<file path="config.mk">
export PLATFORM = sky130hd
export DESIGN_NAME = ducp_top
export DESIGN_NICKNAME = d
export VERILOG_FILES = /design/src/logic/ducp_pkg.sv /design/src/logic/ducp_stream_if.sv /design/src/logic/ducp_fifo.sv /design/src/logic/ducp_top.sv
export SDC_FILE = /design/constraint.sdc
export NUM_CORES = 1
export LEC_CHECK = 0
export ABC_AREA = 1
export BUFFER_PORTS_ARGS = -buffer_cell sky130_fd_sc_hd__buf_2
export CORE_UTILIZATION = 55
export CTS_CLUSTER_SIZE = 24
export DETAILED_ROUTE_END_ITERATION = 8
export PLACE_DENSITY = 0.86
export SKIP_LAST_GASP = 1
export SYNTH_ARGS = -nofsm -noshare
export SYNTH_HDL_FRONTEND = slang
export SYNTH_SLANG_ARGS = --single-unit
</file>
<file path="constraint.sdc">
create_clock -name clock_i -period 6.6 [get_ports clock_i]
set_input_delay 0.66 -clock clock_i [delete_from_list [all_inputs] [get_ports clock_i]]
set_output_delay 0.66 -clock clock_i [all_outputs]
set_load 0.03 [all_outputs]
</file>
<file path="src/logic/ducp_pkg.sv">
package ducp_pkg;

  // User command codes on the three-bit command input
  localparam logic [2:0] CMD_NOP   = 3'h0;  // Nothing to do
  localparam logic [2:0] CMD_INIT  = 3'h2;  // Start memory initialization
  localparam logic [2:0] CMD_WRITE = 3'h4;  // Write request
  localparam logic [2:0] CMD_READ  = 3'h6;  // Read request

  // Clock rate and timing figures
  localparam int CLK_MHZ         = 200;    // Main clock, 5 ns period
  localparam int INIT_TIME_US    = 200;    // Power-up wait before memory is usable
  localparam int INIT_CYCLES     = INIT_TIME_US * CLK_MHZ;
  localparam int PRECH_TIME_NS   = 15;     // Row close time after a transfer
  localparam int PRECH_CYCLES    = (PRECH_TIME_NS * CLK_MHZ + 999) / 1000;
  localparam int RD_TAIL_CYCLES  = 8;      // Wait for read beats still in flight
  localparam int TIMER_W         = 16;     // Width of the shared wait timer

  // Terminate hold lengths, in clock cycles, per burst length
  localparam logic [2:0] TERM_BL4 = 3'h2;
  localparam logic [2:0] TERM_BL8 = 3'h4;

  // Columns covered by one double-width user word (two memory beats)
  localparam int COL_STEP = 2;

  // Reset values
  localparam logic RST_LOW  = 1'b0;
  localparam logic RST_HIGH = 1'b1;

  // Controller states, one-hot
  typedef enum logic [6:0] {
    ST_IDLE   = 7'h01,
    ST_INIT   = 7'h02,
    ST_WRITE  = 7'h04,
    ST_WDRAIN = 7'h08,
    ST_READ   = 7'h10,
    ST_RDRAIN = 7'h20,
    ST_PRECH  = 7'h40
  } ducp_state_type;

endpackage

</file>
<file path="src/logic/ducp_stream_if.sv">
`timescale 1ns/10ps
// Valid/ready word stream between the port logic and its write buffer
interface ducp_stream_if #(
  parameter int W = 8
);
  logic         valid;  // Word on data is offered
  logic         ready;  // Receiver takes the word this cycle
  logic [W-1:0] data;   // Payload

  // Sending end
  modport src (
    output valid,
    output data,
    input  ready
  );

  // Receiving end
  modport snk (
    input  valid,
    input  data,
    output ready
  );
endinterface

</file>
<file path="src/logic/ducp_fifo.sv">
`timescale 1ns/10ps
module ducp_fifo #(
  parameter int W     = 8,
  parameter int DEPTH = 16
) (
  // Clock and synchronised reset
  input  wire logic clock_i,
  input  wire logic rst_b_i,
  // Filling side
  ducp_stream_if.snk in_s,
  // Draining side
  ducp_stream_if.src out_s
);
  import ducp_pkg::*;

  localparam int AW = $clog2(DEPTH);
  localparam int CW = AW + 1;
  localparam logic [CW-1:0] FULL = CW'(DEPTH);

  logic [W-1:0]  arr_q [DEPTH];  // Storage array
  logic [AW-1:0] wp_q, wp_d;     // Write pointer
  logic [AW-1:0] rp_q, rp_d;     // Read pointer
  logic [CW-1:0] cnt_q, cnt_d;   // Words held in the array
  logic          ovld_q, ovld_d; // Output register holds a word
  logic [W-1:0]  odat_q, odat_d; // Output register, so read data leave a flop
  logic          irdy_q, irdy_d; // Registered ready toward the source
  logic          push, load;

  assign in_s.ready = irdy_q;
  assign out_s.valid = ovld_q;
  assign out_s.data = odat_q;

  // Next pointers, count and output stage
  always_comb
  begin
    push   = in_s.valid && irdy_q;
    // Refill the output register when it empties or is being taken
    load   = (cnt_q != '0) && (!ovld_q || out_s.ready);
    wp_d   = push ? AW'(wp_q + 1'b1) : wp_q;
    rp_d   = load ? AW'(rp_q + 1'b1) : rp_q;
    cnt_d  = CW'(cnt_q + CW'(push) - CW'(load));
    ovld_d = load ? 1'b1 : (out_s.ready ? 1'b0 : ovld_q);
    odat_d = load ? arr_q[rp_q] : odat_q;
    // Ready from the next count so a full array never takes a word
    irdy_d = (cnt_d != FULL);
  end

  // Register control state
  always_ff @(posedge clock_i or negedge rst_b_i)
  begin
    if (!rst_b_i)
    begin
      wp_q   <= '0;
      rp_q   <= '0;
      cnt_q  <= '0;
      ovld_q <= RST_LOW;
      odat_q <= '0;
      irdy_q <= RST_LOW;
    end
    else
    begin
      wp_q   <= wp_d;
      rp_q   <= rp_d;
      cnt_q  <= cnt_d;
      ovld_q <= ovld_d;
      odat_q <= odat_d;
      irdy_q <= irdy_d;
    end
  end

  // Storage writes need no reset
  always_ff @(posedge clock_i)
  begin
    if (push)
    begin
      arr_q[wp_q] <= in_s.data;
    end
  end

  // Buffer never takes a word while its count says full
  property p_no_overfill;
    @(posedge clock_i) disable iff (!rst_b_i)
      (cnt_q == FULL) |-> !push;
  endproperty
  a_no_overfill: assert property (p_no_overfill) else $error("fifo took a word while full");

endmodule // ducp_fifo

</file>
<file path="src/logic/ducp_top.sv">
`timescale 1ns/10ps
module ducp_top
  import ducp_pkg::*;
#(
  parameter int DQ_W        = 16,
  parameter int DM_W        = 2,
  parameter int BANK_W      = 2,
  parameter int COL_W       = 10,
  parameter int ROW_W       = 13,
  parameter int FIFO_DEPTH  = 16,
  parameter int INIT_CYC    = ducp_pkg::INIT_CYCLES
) (
  // Clock and reset
  input  wire logic                      clock_i,
  input  wire logic                      rst_b_i,
  // User command port
  input  wire logic [2:0]                user_cmd_code_i,
  input  wire logic [BANK_W+COL_W+ROW_W-1:0] user_bank_col_row_addr_i,
  input  wire logic                      transfer_terminate_i,
  input  wire logic                      burst_len8_i,
  output logic                           cmd_acknowledge_o,
  output logic                           memory_ready_flag_o,
  // User write data
  input  wire logic [2*DQ_W-1:0]         user_write_word_i,
  input  wire logic [2*DM_W-1:0]         user_write_byte_mask_i,
  input  wire logic                      user_write_valid_i,
  output logic                           user_write_ready_o,
  // User read data
  output logic [2*DQ_W-1:0]              user_read_word_o,
  output logic                           read_word_valid_o,
  // Memory side write beats
  output logic [DQ_W-1:0]                mem_wr_beat_o,
  output logic [DM_W-1:0]                mem_wr_mask_o,
  output logic                           mem_wr_en_o,
  output logic                           mem_wr_rise_o,
  // Memory side commands and address
  output logic                           mem_rd_req_o,
  output logic                           mem_precharge_o,
  output logic [BANK_W-1:0]              mem_bank_o,
  output logic [COL_W-1:0]               mem_col_o,
  output logic [ROW_W-1:0]               mem_row_o,
  // Memory side read beats, from pins
  input  wire logic [DQ_W-1:0]           mem_rd_beat_i,
  input  wire logic                      mem_rd_beat_valid_i
);
  import ducp_pkg::*;

  localparam int WW = 2*DQ_W + 2*DM_W;  // Buffered word: data then mask

  // Reset release chain
  logic rst_m_q, rst_n;
  always_ff @(posedge clock_i or negedge rst_b_i)
  begin
    if (!rst_b_i)
    begin
      rst_m_q <= RST_LOW;
      rst_n   <= RST_LOW;
    end
    else
    begin
      rst_m_q <= RST_HIGH;
      rst_n   <= rst_m_q;
    end
  end

  // Read beats come from pins: two flops before any logic looks
  logic [DQ_W-1:0] beat_m_q, beat_s_q;
  logic            bv_m_q, bv_s_q;
  always_ff @(posedge clock_i or negedge rst_n)
  begin
    if (!rst_n)
    begin
      beat_m_q <= '0;
      beat_s_q <= '0;
      bv_m_q   <= RST_LOW;
      bv_s_q   <= RST_LOW;
    end
    else
    begin
      beat_m_q <= mem_rd_beat_i;
      beat_s_q <= beat_m_q;
      bv_m_q   <= mem_rd_beat_valid_i;
      bv_s_q   <= bv_m_q;
    end
  end

  // Write buffer between user and beat serializer
  ducp_stream_if #(.W(WW)) wr_in ();
  ducp_stream_if #(.W(WW)) wr_out ();
  ducp_fifo #(.W(WW), .DEPTH(FIFO_DEPTH)) u_wbuf (
    .clock_i (clock_i),
    .rst_b_i (rst_n),
    .in_s    (wr_in),
    .out_s   (wr_out)
  );

  // Control state
  ducp_state_type       st_q, st_d;      // Controller state
  logic [TIMER_W-1:0]   tmr_q, tmr_d;    // Shared wait timer
  logic [2:0]           term_q, term_d;  // Consecutive terminate cycles
  logic                 rdy_q, rdy_d;    // Memory ready flag
  logic                 ack_q, ack_d;    // Command acknowledge
  logic                 req_q, req_d;    // Read request pulse
  logic                 pre_q, pre_d;    // Precharge pulse
  logic [BANK_W-1:0]    bank_q, bank_d;
  logic [COL_W-1:0]     col_q, col_d;
  logic [ROW_W-1:0]     row_q, row_d;
  // Serializer state
  logic                 pend_q, pend_d;  // Falling-edge beat still to send
  logic [DQ_W-1:0]      lo_q, lo_d;      // Held falling-edge data
  logic [DM_W-1:0]      lom_q, lom_d;    // Held falling-edge mask
  logic [DQ_W-1:0]      wb_q, wb_d;
  logic [DM_W-1:0]      wm_q, wm_d;
  logic                 we_q, we_d;
  logic                 wr_q, wr_d;
  // Read pairing state
  logic [DQ_W-1:0]      hi_q, hi_d;      // Rising-edge beat waiting for its pair
  logic                 half_q, half_d;
  logic [2*DQ_W-1:0]    rw_q, rw_d;
  logic                 rv_q, rv_d;

  logic                 idle, acc_wr, acc_rd, acc_init, pop, term_done, rd_active;
  logic [2:0]           term_len;
  logic [2*DQ_W-1:0]    pop_data;
  logic [2*DM_W-1:0]    pop_mask;

  assign pop_data = wr_out.data[WW-1 -: 2*DQ_W];
  assign pop_mask = wr_out.data[2*DM_W-1:0];

  // Command decode and next control state
  always_comb
  begin
    idle      = (st_q == ST_IDLE);
    // Reserved codes match none of these and leave the state alone
    acc_init  = idle && (user_cmd_code_i == CMD_INIT);
    acc_wr    = idle && rdy_q && (user_cmd_code_i == CMD_WRITE);
    acc_rd    = idle && rdy_q && (user_cmd_code_i == CMD_READ);
    // Write data taken with the command, then while the transfer runs
    wr_in.valid = acc_wr || ((st_q == ST_WRITE) && user_write_valid_i);
    wr_in.data  = {user_write_word_i, user_write_byte_mask_i};
    term_len  = burst_len8_i ? TERM_BL8 : TERM_BL4;
    term_done = transfer_terminate_i && (term_q == 3'(term_len - 3'h1));
    pop       = wr_out.valid && !pend_q;
    st_d   = st_q;
    tmr_d  = tmr_q;
    term_d = transfer_terminate_i ? 3'(term_q + 3'h1) : 3'h0;
    rdy_d  = rdy_q;
    req_d  = 1'b0;
    pre_d  = 1'b0;
    bank_d = bank_q;
    row_d  = row_q;
    col_d  = col_q;
    // Column moves inside the row only; overflow wraps, row never changes
    if (pop || req_q)
    begin
      col_d = COL_W'(col_q + COL_W'(COL_STEP));
    end
    unique case (st_q)
      ST_IDLE:
      begin
        term_d = 3'h0;
        if (acc_wr || acc_rd)
        begin
          // Bank in low bits, column above, row on top
          bank_d = user_bank_col_row_addr_i[BANK_W-1:0];
          col_d  = user_bank_col_row_addr_i[BANK_W +: COL_W];
          row_d  = user_bank_col_row_addr_i[BANK_W+COL_W +: ROW_W];
          st_d   = acc_wr ? ST_WRITE : ST_READ;
        end
        else if (acc_init && !rdy_q)
        begin
          // Init is taken only while the ready flag is clear; once set, later init codes are ignored
          st_d  = ST_INIT;
          tmr_d = TIMER_W'(INIT_CYC - 1);
        end
      end
      ST_INIT:
      begin
        if (tmr_q == '0)
        begin
          rdy_d = 1'b1;
          st_d  = ST_IDLE;
        end
        else
        begin
          tmr_d = TIMER_W'(tmr_q - 1'b1);
        end
      end
      ST_WRITE:
      begin
        if (term_done)
        begin
          st_d = ST_WDRAIN;
        end
      end
      ST_WDRAIN:
      begin
        // Every buffered word reaches the memory before the row closes, except one pushed into an empty buffer in the terminate cycle
        if (!wr_out.valid && !pend_q)
        begin
          st_d  = ST_PRECH;
          pre_d = 1'b1;
          tmr_d = TIMER_W'(PRECH_CYCLES - 1);
        end
      end
      ST_READ:
      begin
        req_d = !req_q;  // One request per two beats
        if (term_done)
        begin
          req_d = 1'b0;
          st_d  = ST_RDRAIN;
          tmr_d = TIMER_W'(RD_TAIL_CYCLES - 1);
        end
      end
      ST_RDRAIN:
      begin
        if (tmr_q == '0)
        begin
          st_d  = ST_PRECH;
          pre_d = 1'b1;
          tmr_d = TIMER_W'(PRECH_CYCLES - 1);
        end
        else
        begin
          tmr_d = TIMER_W'(tmr_q - 1'b1);
        end
      end
      ST_PRECH:
      begin
        if (tmr_q == '0)
        begin
          st_d = ST_IDLE;
        end
        else
        begin
          tmr_d = TIMER_W'(tmr_q - 1'b1);
        end
      end
      default:
      begin
        st_d = ST_IDLE;  // Illegal one-hot code
      end
    endcase
    // Acknowledge covers the transfer through the end of precharge
    ack_d = !((st_d == ST_IDLE) || (st_d == ST_INIT));
  end

  // Serializer and read pairing, next values
  always_comb
  begin
    wr_out.ready = !pend_q;
    rd_active    = (st_q == ST_READ) || (st_q == ST_RDRAIN);
    pend_d = 1'b0;
    lo_d   = lo_q;
    lom_d  = lom_q;
    wb_d   = wb_q;
    wm_d   = wm_q;
    we_d   = 1'b0;
    wr_d   = 1'b0;
    if (pop)
    begin
      // Upper half first on the rising edge, lower half held for falling
      wb_d   = pop_data[2*DQ_W-1 -: DQ_W];
      wm_d   = pop_mask[2*DM_W-1 -: DM_W];
      lo_d   = pop_data[DQ_W-1:0];
      lom_d  = pop_mask[DM_W-1:0];
      we_d   = 1'b1;
      wr_d   = 1'b1;
      pend_d = 1'b1;
    end
    else if (pend_q)
    begin
      wb_d = lo_q;
      wm_d = lom_q;
      we_d = 1'b1;
    end
    hi_d   = hi_q;
    half_d = rd_active ? half_q : 1'b0;
    rw_d   = rw_q;
    rv_d   = 1'b0;
    if (rd_active && bv_s_q)
    begin
      if (!half_q)
      begin
        hi_d   = beat_s_q;
        half_d = 1'b1;
      end
      else
      begin
        rw_d   = {hi_q, beat_s_q};
        rv_d   = 1'b1;
        half_d = 1'b0;
      end
    end
  end

  // Register all state
  always_ff @(posedge clock_i or negedge rst_n)
  begin
    if (!rst_n)
    begin
      st_q <= ST_IDLE;  tmr_q <= '0;  term_q <= '0;
      rdy_q <= RST_LOW;  ack_q <= RST_LOW;
      req_q <= RST_LOW;  pre_q <= RST_LOW;
      bank_q <= '0;  col_q <= '0;  row_q <= '0;
      pend_q <= RST_LOW;  lo_q <= '0;  lom_q <= '0;
      wb_q <= '0;  wm_q <= '0;  we_q <= RST_LOW;  wr_q <= RST_LOW;
      hi_q <= '0;  half_q <= RST_LOW;  rw_q <= '0;  rv_q <= RST_LOW;
    end
    else
    begin
      st_q <= st_d;  tmr_q <= tmr_d;  term_q <= term_d;
      rdy_q <= rdy_d;  ack_q <= ack_d;
      req_q <= req_d;  pre_q <= pre_d;
      bank_q <= bank_d;  col_q <= col_d;  row_q <= row_d;
      pend_q <= pend_d;  lo_q <= lo_d;  lom_q <= lom_d;
      wb_q <= wb_d;  wm_q <= wm_d;  we_q <= we_d;  wr_q <= wr_d;
      hi_q <= hi_d;  half_q <= half_d;  rw_q <= rw_d;  rv_q <= rv_d;
    end
  end

  // Outputs straight from flops
  assign cmd_acknowledge_o   = ack_q;
  assign memory_ready_flag_o = rdy_q;
  assign user_write_ready_o  = wr_in.ready;
  assign user_read_word_o    = rw_q;
  assign read_word_valid_o   = rv_q;
  assign mem_wr_beat_o       = wb_q;
  assign mem_wr_mask_o       = wm_q;
  assign mem_wr_en_o         = we_q;
  assign mem_wr_rise_o       = wr_q;
  assign mem_rd_req_o        = req_q;
  assign mem_precharge_o     = pre_q;
  assign mem_bank_o          = bank_q;
  assign mem_col_o           = col_q;
  assign mem_row_o           = row_q;

  // Acknowledge rises only after an accepted write or read
  property p_ack_cause;
    @(posedge clock_i) disable iff (!rst_n)
      $rose(ack_q) |-> $past(acc_wr || acc_rd);
  endproperty
  a_ack_cause: assert property (p_ack_cause) else $error("ack rose without command");

  // Ready flag never falls once set
  property p_ready_sticky;
    @(posedge clock_i) disable iff (!rst_n)
      rdy_q |=> rdy_q;
  endproperty
  a_ready_sticky: assert property (p_ready_sticky) else $error("ready flag dropped");

  // Reserved code in idle leaves the controller idle
  property p_reserved_nop;
    @(posedge clock_i) disable iff (!rst_n)
      (idle && user_cmd_code_i[0]) |=> (st_q == ST_IDLE) && !ack_q;
  endproperty
  a_reserved_nop: assert property (p_reserved_nop) else $error("reserved code acted on");

  // Popped word goes out upper half then lower half
  property p_beat_order;
    logic [2*DQ_W-1:0] w;
    @(posedge clock_i) disable iff (!rst_n)
      (pop, w = pop_data) |=> (we_q && wr_q && wb_q == w[2*DQ_W-1 -: DQ_W])
        ##1 (we_q && !wr_q && wb_q == w[DQ_W-1:0]);
  endproperty
  a_beat_order: assert property (p_beat_order) else $error("beat order wrong");

  // Mask halves follow their data halves
  property p_mask_order;
    logic [2*DM_W-1:0] m;
    @(posedge clock_i) disable iff (!rst_n)
      (pop, m = pop_mask) |=> (wm_q == m[2*DM_W-1 -: DM_W]) ##1 (wm_q == m[DM_W-1:0]);
  endproperty
  a_mask_order: assert property (p_mask_order) else $error("mask order wrong");

  // Address fields land in bank, column and row
  property p_addr_split;
    @(posedge clock_i) disable iff (!rst_n)
      (acc_wr || acc_rd) |=> {row_q, col_q, bank_q} == $past(user_bank_col_row_addr_i);
  endproperty
  a_addr_split: assert property (p_addr_split) else $error("address split wrong");

  // Write command pushes its data in the same cycle
  property p_data_with_cmd;
    @(posedge clock_i) disable iff (!rst_n)
      acc_wr |-> wr_in.valid && wr_in.ready;
  endproperty
  a_data_with_cmd: assert property (p_data_with_cmd) else $error("write data not taken");

  // Terminate held for its full length ends the write phase
  property p_term_ends;
    @(posedge clock_i) disable iff (!rst_n)
      ((st_q == ST_WRITE) && term_done) |=> (st_q == ST_WDRAIN) ##1 !wr_in.valid;
  endproperty
  a_term_ends: assert property (p_term_ends) else $error("terminate ignored");

  // Row stays put for the whole transfer
  property p_one_row;
    @(posedge clock_i) disable iff (!rst_n)
      (ack_q && $past(ack_q)) |-> $stable(row_q) && $stable(bank_q);
  endproperty
  a_one_row: assert property (p_one_row) else $error("row changed mid transfer");

  // Read word is the paired beats, flagged for one cycle
  property p_read_pair;
    @(posedge clock_i) disable iff (!rst_n)
      (rd_active && bv_s_q && half_q)
        |=> rv_q && (rw_q == {$past(hi_q), $past(beat_s_q)}) ##1 !rv_q;
  endproperty
  a_read_pair: assert property (p_read_pair) else $error("read pairing wrong");

endmodule // ducp_top

</file>
Yosys cells after proc, flatten, opt, wreduce, memory -nomap -nowiden
Memory sizes are Yosys's and may differ from the RTL's. A register that Yosys moved wholly into a read port is not among the register bits.
Index checks and enable logic that the tools add are counted.
- flip-flop bits (word level): 194
- logic and storage cells: 139
- bits in writable memories: 576
- memories kept: 1
- bits of input ports: 86
- output and inout bits: 83
- reduce and logical (&&, ||, !) cells: 34
- bitwise gates (word level): 1
- equal/unequal tests: 21
- $add $sub $neg: 8
- muxes and demuxes: 43
- memory list (name ; words ; width ; rd ports ; clocked after memory_dff ; write ports ; RTL line ; RTL):
    u_wbuf.arr_q ; 16 ; 36 ; 1 ; 1 ; 1 ; ducp_fifo.sv:20 ; logic [W-1:0] arr_q [DEPTH];
- operators with widths (kind ; number):
    16-bit 2-to-1 mux ; 8
    16-bit case mux with 5 select lines ; 1
    7-bit 2-to-1 mux ; 7
    7-bit case mux with 6 select lines ; 1
    10-bit 2-to-1 mux ; 3
    16-bit logical NOT ; 1
    1-bit 2-to-1 mux ; 16
    16-bit by 1-bit subtractor with 16-bit output, second input constant ; 1
    7-bit by 1-bit equality test with 1-bit output, second input constant ; 2
    7-bit by 2-bit equality test with 1-bit output, second input constant ; 2
    1-bit logical AND ; 12
    10-bit by 2-bit adder with 10-bit output, second input constant ; 1
    5-bit nonzero test ; 2
    3-bit 2-to-1 mux ; 3
    4-bit by 1-bit adder with 4-bit output, second input constant ; 2
    2-bit inequality test, second input constant ; 4
    2-bit AND reduction ; 4
    7-bit by 3-bit equality test with 1-bit output, second input constant ; 1
    7-bit by 4-bit equality test with 1-bit output, second input constant ; 1
    7-bit by 5-bit equality test with 1-bit output, second input constant ; 1
    7-bit by 6-bit equality test with 1-bit output, second input constant ; 1
    7-bit equality test, second input constant ; 1
    3-bit equality test, second input constant ; 2
    1-bit logical NOT ; 6
    16 further kinds ; 24

Logic depth before layout (Yosys ltp)
Gate-level depths: netlist of run 1.
- depth after elaboration: 9
- mapped depth: 16
- mapped depth without buffers: 16

By module
A second synthesis of run 1 with hierarchy kept.
- cells, all modules: 2991
- area, all modules: 32706.4 µm²
- by module, submodules not included (module ; cells each ; area an instance (µm²) ; times used):
    ducp_fifo ; 2133 ; 25086.6 ; 1
    ducp_top ; 858 ; 7619.8 ; 1

Worst setup path before layout of run 1
OpenSTA, ideal clock, no wires.
- path type: flip-flop to flip-flop
- start: register st_q[0]
- end: memory u_wbuf.arr_q[1][0] (netlist bit), enable pin
- period minus slack after synthesis: 4.286 ns
- arrival time: 3.811 ns
- setup time: 0.474 ns
- slack: 2.314 ns
- cell stages (with the launch flop): 10
- cells stage by stage: dfstp_2 -> nand3_2 -> nor2_4 -> inv_4 -> nor2_4 -> nand2_2 -> nand2_2 -> nand2_4 -> buf_6 -> nor3_1
- longest elaborated chain between the ends: 7
- elaborated cells on any way between the ends: 9
- classes of those cells: eq/ne: 2; mux: 2; reduce/logical: 5
- ends and longest elaborated chain (item ; RTL line ; RTL):
    start, declared ; ducp_top.sv:98 ; ducp_state_type st_q, st_d;
    start signal, assigned ; ducp_top.sv:313 ; st_q <= st_d; tmr_q <= tmr_d; term_q <= term_d;
    7-bit by 1-bit equality test with 1-bit output ; ducp_top.sv:133 ; idle = (st_q == ST_IDLE);
    1-bit logical AND (2 in series) ; ducp_top.sv:136 ; acc_wr = idle && rdy_q && (user_cmd_code_i == CMD_WRITE);
    1-bit logical OR (*) ; ducp_top.sv:139 ; wr_in.valid = acc_wr || ((st_q == ST_WRITE) && user_write_valid_i);
    1-bit logical AND (*) ; ducp_fifo.sv:36 ; push = in_s.valid && irdy_q;
    1-bit 2-to-1 mux (*) ; ducp_fifo.sv:74 ; if (push)
    1-bit 2-to-1 mux (not written as such) (*) ; ducp_fifo.sv:76 ; arr_q[wp_q] <= in_s.data;
    end, declared ; ducp_fifo.sv:20 ;
Mark *: on every way between the ends. The rest lies on a longest branch, timed or not.

==> results of run 1 <==
-- kinds of logic (layout without fill, tap and decap cells) --
logic type               Yosys count  after routing  share of synthesized area (%)
AO/OA/AOI/OAI                    230            230                           3.96
XOR/XNOR                          24             24                          0.650
adder cells (fa/ha/maj)           15             15                          0.604
buffers and inverters            262            455                           3.37
flip-flops                       806            806                           71.3
multiplexers                      17             17                          0.588
other                              1              6                         0.0116
AND/OR/NAND/NOR                 1500           1500                           19.5
-- layout make-up --
class	count	area, um2	area share (%)
flip-flops and latches	806	23100	63.4
multi-input cells	1787	8290	22.8
clock buffers	119	2310	6.36
repair buffers	203	1130	3.11
well taps	765	957	2.63
inverters	112	433	1.19
clock inverters	21	180	0.495
diodes	5	12.5	0.0344
-- worst max-delay path: stages (launching register included) --
cell and delay (ns):
dfrtp_1 0.75, nand2_1 0.23, nand2_2 0.13, clkinv_1 0.54
ha_1 0.55, inv_1 0.04, ha_1 0.20, fa_1 0.43
a21oi_1 0.16, nor2_1 0.05, nor2_1 0.11, xor2_1 0.23
nand2_1 0.08
-- layer usage --
metal | wire [um] | global-route usage [%]
met1 | 29300 | 33.1
met2 | 38100 | 43.0
met3 | 8090 | 5.26
met4 | 2860 | 12.9
met5 | 28 | 0
-- through the flow --
step | setup WS (ns) | instances | total power (uW) | hold WS (ns)
after floorplan | 2.31 | 2855 | 9950 | 0.331
after global placement | 3.13 | 3672 | 11200 | 0.332
after detailed placement | 3.06 | 3672 | 11400 | 0.335
after CTS | 3.02 | 3813 | 15700 | 0.114
after global routing | 2.70 | 3814 | 16500 | 0.127
final | 2.97 | 3818 | 15800 | 0.140
-- power breakdown --
group	switching [uW]	internal, uW	total (uW)
combinational	3570	1460	5030
clock	1810	2500	4310
sequential	464	5990	6450
-- cells in the mapped netlist, types with 7 or more instances --
master and count:
nand2_1 964, edfxtp_1 576, nand3_1 405, dfrtp_1 229, a21oi_1 108, inv_1 103
nor2_1 78, clkbuf_1 73, o21ai_0 65, buf_2 54, a22oi_1 28, nor3_1 18
xor2_1 18, buf_1 16, mux2_2 16, o31ai_1 15, ha_1 14, nand4_1 8
nand2_2 7, nor2_4 7
-- final timing paths --
path	cells after the start	start	slack [ns]	to
worst min-delay path	1	mem_rd_beat_i[5]	0.14	beat_m_q[5]
max in group asynchronous	1	rst_n	4.81	u_wbuf.rp_q[1]
worst max register to register	12	mem_wr_rise_o	2.97	u_wbuf.in_s.ready
worst max-delay path	12	mem_wr_rise_o	2.97	u_wbuf.in_s.ready
worst min register to register	0	rst_m_q	0.34	rst_n
min in group asynchronous	2	rst_b_i	0.35	rst_n
-- sequential cells by signal, indices dropped and copies added (netlist names), 3 cells and up --
signal / count
u_wbuf.rp_q: 4
u_wbuf.arr_q: 576
beat_m_q: 16
lo_q: 16
beat_s_q: 16
u_wbuf.wp_q: 4
tmr_q: 16
u_wbuf.cnt_q: 5
user_read_word_o: 32
mem_wr_beat_o: 16
mem_col_o: 10
mem_row_o: 13
st_q: 7
hi_q: 16
term_q: 3
u_wbuf.out_s.data: 36
-- timing repair --
item | in CTS | in global routing
hold buffers | 1 | 0
setup buffers | 0 | 0
endpoints found under the hold margin | 2 | 0
resized for setup | 0 | 0
==> key figures, run 1 <==
CTS
  – CTS tree: yes
  – Worst-path clk slew: 0.06 ns
  – Clk sink count: around 810
  – Longest Clk Path Bufs: 3
  – CTS root buffer: clkbuf_16
  – Num CTS Buffers: 79
  – Worst skew pair latency: 0.62 ns
  – H-tree Lvls: 3

Synthesis
  – Cells after Synth: 2,855
  – Yosys cell types: 44
  – Flops & latches, synth: 806
  – Leading area contributor after synthesis: edfxtp_1
  – Synthesized Nets: 2,956
  – Ys flop type: edfxtp_1
  – Ys Warns: 0
  – Post-synth EDFFs: 576
  – Async set-reset flop share out of synthesis: ~29%
  – Mean Syn Cell Area: 11.3 um2
  – Synthesized area: 32,300 um2
  – Synth area leaders: edfxtp_1 (53%), dfrtp_1 (18%), nand2_1 (11%)
  – Post-synthesis sequential area ratio: a little under three quarters
  – Synth top area share: roughly 53%

Detailed routing
  – Post-route ant nets: 0
  – Drt wl/cell: between 20 and 25 um
  – Vias: 22,300
  – DRT Wirelength: 78.3 mm
  – Drt pass-1 iters: 6
  – Via density: 5.84
  – DRC: 0
  – 1st-iter DRT viols: 3,031

Timing
  – Slew Limit Fails: 0
  – Worst-Margin Slew: 1.13 ns
  – Maximum clock frequency: between 200 and 300 MHz
  – Final min period: between 3 and 4 ns
  – Setup_tns: 0 ns
  – Max transition margin: approximately 24%
  – Unrepaired setup endpoints after global routing: false
  – Period utilisation layout: 55.1%
  – Final Hold Vio Count: 0
  – Final setup violation count: 0
  – Clock skew: between 0.02 and 0.03 ns

Floorplan
  – DIE WIDTH: 244 um
  – Total I/O pin count: roughly 170
  – Core area: 57,900 um2
  – Die Y-Extent: 244 um
  – Row count: a little under 90
  – Initial core utilization: 55.8%
  – Die area: 59,800 um2

Critical path
  – WP data arrival: 4.14 ns
  – Crit start category: register
  – Crit path kind: reg2reg
  – Crit. End Element: register
  – Crit-path max FO: 22
  – Req. time, crit path: 7.11 ns

Flow run
  – Max Cap Violations: 0

Global route
  – Initial antenna violation count: 6
  – Remaining global-route overflow: 0
  – First-pass GRT wire length: 118 mm
  – Vias in the first global route: 21,600
  – Largest net degree at the start of global routing: 248
  – Total routing usage reported by global routing: 26.1%

Layout
  – P&R area growth vs syn: 12.5%
  – Share of layout cells above drive strength 1: roughly an eighth
  – Final-layout fill cell count: about 4,000
  – Commonest cells after routing, fill and taps aside: nand2_1 (963), edfxtp_1 (576), nand3_1 (405), dfrtp_1 (224), buf_2 (168)
  – Finished Core Util: between 60% and 70%
  – Nets: just over 3,000
  – Finished layout cell area: approximately 36,000 um2
  – Commonest non-fill, non-tap cell in the layout: nand2_1

Place
  – Post-DP Area: 33,900 um2
  – Placer Congestion: 0.906
  – Port bufs: 168
  – Detailed Place HPWL: just over 40 mm

Power
  – Leak: 0.0147 uW
  – Worst vdd ir: 0.436 mV
  – P per Cell Area: 434 nW/um2

Worst hold path
  – Worst hold path type: in2reg

Outcome
  – Status: complete, no violations
Power figures use the tool's default switching activity.
==> inputs of run 2 (changes only) <==
- ABC_AREA: 1 -> 0
- PLACE_DENSITY: 0.86 -> 0.83
- clock period: 6.6 -> 3.4 ns (I/O delays scaled with it)
==> run 2 against run 1 <==
Effect of this change:
- area after synthesis down 3.1%
- synthesized cell count down 44%
- clock power up 120%
- largest power group unchanged
- critical endpoint unchanged
- non-clock buffer count up 62
- die area down 3.1%
==> key figures, run 2 <==
CTS
  – H-tree Lvls: 3 (unchanged)
  – Worst-path clk slew: 0.06 ns (about the same)
  – Longest Clk Path Bufs: 3 (unchanged)
  – CTS tree: yes
  – CTS root buffer: clkbuf_16
  – Cts repair resizes: 0 (unchanged)
  – Clk sink count: 806 (unchanged)
  – Worst skew pair latency: 0.64 ns (+0.02 ns)
  – Num CTS Buffers: 80 (+1.3%)

Synthesis
  – Most instantiated library cell after synthesis: edfxtp_1
  – Synthesized Nets: 1,714 (-42%)
  – Post-synthesis sequential area ratio: 73.5% (+2.3 points)
  – Async set-reset flop share out of synthesis: 28.5% (unchanged)
  – Leading area contributor after synthesis: edfxtp_1
  – Post-synth EDFFs: 576 (unchanged)
  – Cells after Synth: 1,613 (-44%)
  – Ys Warns: 0 (unchanged)
  – Synth area leaders: edfxtp_1 (55%), dfrtp_1 (18%), mux4_2 (13%)
  – Ys flop type: edfxtp_1
  – Synth top area share: 55.2% (+1.7 points)
  – Flops & latches, synth: 806 (unchanged)
  – Mean Syn Cell Area: 19.4 um2 (+72%)
  – Yosys cell types: 85 (+93%)
  – Synthesized area: 31,300 um2 (-3.1%)
  – Synth cell count leaders: edfxtp_1 (576), dfrtp_1 (229), mux4_2 (180), nand2_1 (160), mux2_2 (64)

Critical path
  – CP delay by family, top: simple AND/OR/NAND/NOR gates
  – Crit path kind: reg2reg
  – Crit path cell chain: or4_1, nor4_2, o21a_2, ha_1, fa_1, nor3_1, nand3b_1
  – CP max stage cell: or4_1
  – WP data arrival: 3.68 ns (-0.46 ns)
  – Crit. End Element: register
  – Crit start category: register
  – CP bufs+invs: 0 (-2)
  – Req. time, crit path: 3.90 ns (-3.21 ns)
  – Crit-path max FO: 20 (-9.1%)
  – Slowest stage delay, CP: 0.63 ns (-0.12 ns)

Flow run
  – Max Cap Violations: 0 (unchanged)

Timing
  – Worst-Margin Slew: 1.14 ns (+0.00881 ns)
  – Unrepaired setup endpoints after global routing: false
  – Max transition margin: 23.9% (-0.59 points)
  – Period utilisation layout: 93.6% (+39 points)
  – Clock skew: 0.0256 ns (-0.000904 ns)
  – Setup_tns: 0 ns (unchanged)
  – Final setup violation count: 0 (unchanged)
  – Maximum clock frequency: 314 MHz (+14%)
  – Final Hold Vio Count: 0 (unchanged)
  – Final min period: 3.18 ns (-0.451 ns)
  – Slew Limit Fails: 0 (unchanged)
  – Worst Hold Slack: 0.0656 ns (-0.0747 ns)

Global route
  – Initial antenna violation count: 6 (unchanged)
  – Largest net degree at the start of global routing: 79 (-68%)
  – Total routing usage reported by global routing: 26.8% (+0.68 points)
  – First-pass GRT wire length: 112 mm (-5.9%)
  – Vias in the first global route: 17,500 (-19%)
  – Remaining global-route overflow: 0 (unchanged)

Layout
  – Max reg flops: 576 (unchanged)
  – Nets: 1,985 (-36%)
  – Finished Core Util: 64.9% (+2.1 points)
  – Largest reg by FF count: u_wbuf.arr_q
  – Share of layout cells above drive strength 1: 32.5% (+20 points)
  – Commonest cells after routing, fill and taps aside: edfxtp_1 (576), dfrtp_1 (224), mux4_2 (180), buf_2 (168), nand2_1 (160)
  – Commonest non-fill, non-tap cell in the layout: edfxtp_1
  – P&R area growth vs syn: 16.8%
  – Finished layout cell area: 36,600 um2 (+0.59%)

Place
  – Post-DP Area: 33,400 um2 (-1.4%)
  – Placer Congestion: 0.830 (-8.4%)
  – Detailed Place HPWL: 44.0 mm (+8.0%)
  – Port bufs: 168 (unchanged)

Detailed routing
  – Vias: 16,900 (-24%)
  – Routed met2 length: 37.7 mm (-0.99%)
  – DRT Wirelength: 75.1 mm (-4.0%)
  – DR top layer: met5
  – Met1 WL: 28.3 mm (-3.4%)
  – 1st-iter DRT viols: 1,736 (-43%)
  – Via density: 6.24 (+6.9%)
  – Drt pass-1 iters: 7 (+1)
  – DRC: 0 (unchanged)
  – Post-route ant nets: 0 (unchanged)
  – Met3 WL post-DR: 7.04 mm (-13%)
  – Drt wl/cell: 27.8 um (+35%)

Floorplan
  – Initial core utilization: 55.6% (-0.25 points)
  – Die Y-Extent: 241 um (-1.5%)
  – Die area: 58,000 um2 (-3.1%)
  – Row count: 87 (-1.1%)
  – Core area: 56,400 um2 (-2.6%)
  – DIE WIDTH: 241 um (-1.5%)
  – Total I/O pin count: 169 (unchanged)

Power
  – Worst vdd ir: 0.395 mV (-9.4%)
  – Pwr Total: 22,200 uW (+41%)
  – P per Cell Area: 607 nW/um2 (+40%)
  – Leak: 0.0133 uW (-9.5%)

Outcome
  – Status: complete, no violations

Worst hold path
  – Worst hold path type: in2async
## run 2: through the flow
stage                     instances  setup slack (ns)
after global placement         2514             0.443
after CTS                      2705             0.213
after global routing           2705            0.0257
final                          2707             0.216
after detailed placement       2514             0.265
after floorplan                1613             0.448
## run 2: kinds of logic after synthesis
| family | Yosys count | share of synthesized area, % |
|---|---|---|
| DFF | 806 | 73.5 |
| and+or+nand+nor | 287 | 4.56 |
| muxes | 282 | 16.5 |
| AOI/OAI and AO/OA | 103 | 2.43 |
| buffers and inverters | 95 | 1.59 |
| xor gates and xnor gates | 24 | 0.718 |
| adders and majority gates | 15 | 0.623 |
| other | 1 | 0.0120 |
## run 2: power breakdown
part	leakage, uW	switching (uW)	internal, uW
Clock	0.00134	3770	5500
Combinational	0.00394	962	510
Sequential	0.00805	453	11000
## run 2: what timing repair did
| item | CTS | global route |
|---|---|---|
| setup buffers | 0 | 0 |
| hold endpoints to repair | 47 | 0 |
| endpoints found under the setup margin | 0 | 0 |
| hold buffers | 44 | 0 |
## run 2: worst paths after layout
path	start	to	slack, ns	cells past startpoint
max	st_q[5]	u_wbuf.in_s.ready	0.22	7
min reg2reg	beat_m_q[13]	beat_s_q[13]	0.35	0
min	rst_b_i	rst_n	0.07	2
max in group asynchronous	rst_n	mem_wr_beat_o[11]	1.99	1
max reg2reg	st_q[5]	u_wbuf.in_s.ready	0.22	7
min in group clock_i	user_cmd_code_i[1]	st_q[2]	0.09	3
## run 2: final cells by class
class,instances,area (um2)
antenna,2,5.00
clock buffer,112,2250
clock inverter,35,495
fill,3577,19800
inverter,19,71.3
multi-input combinational,712,7820
sequential,806,23100
tap,756,946
timing repair buffer,265,1940
## run 2: metal layers
metal | vias up | global-route usage [%]
li1 | 6941 | -
met1 | 8806 | 35.2
met2 | 981 | 43.9
met3 | 161 | 6.63
met4 | 4 | 9.34
met5 | - | 0
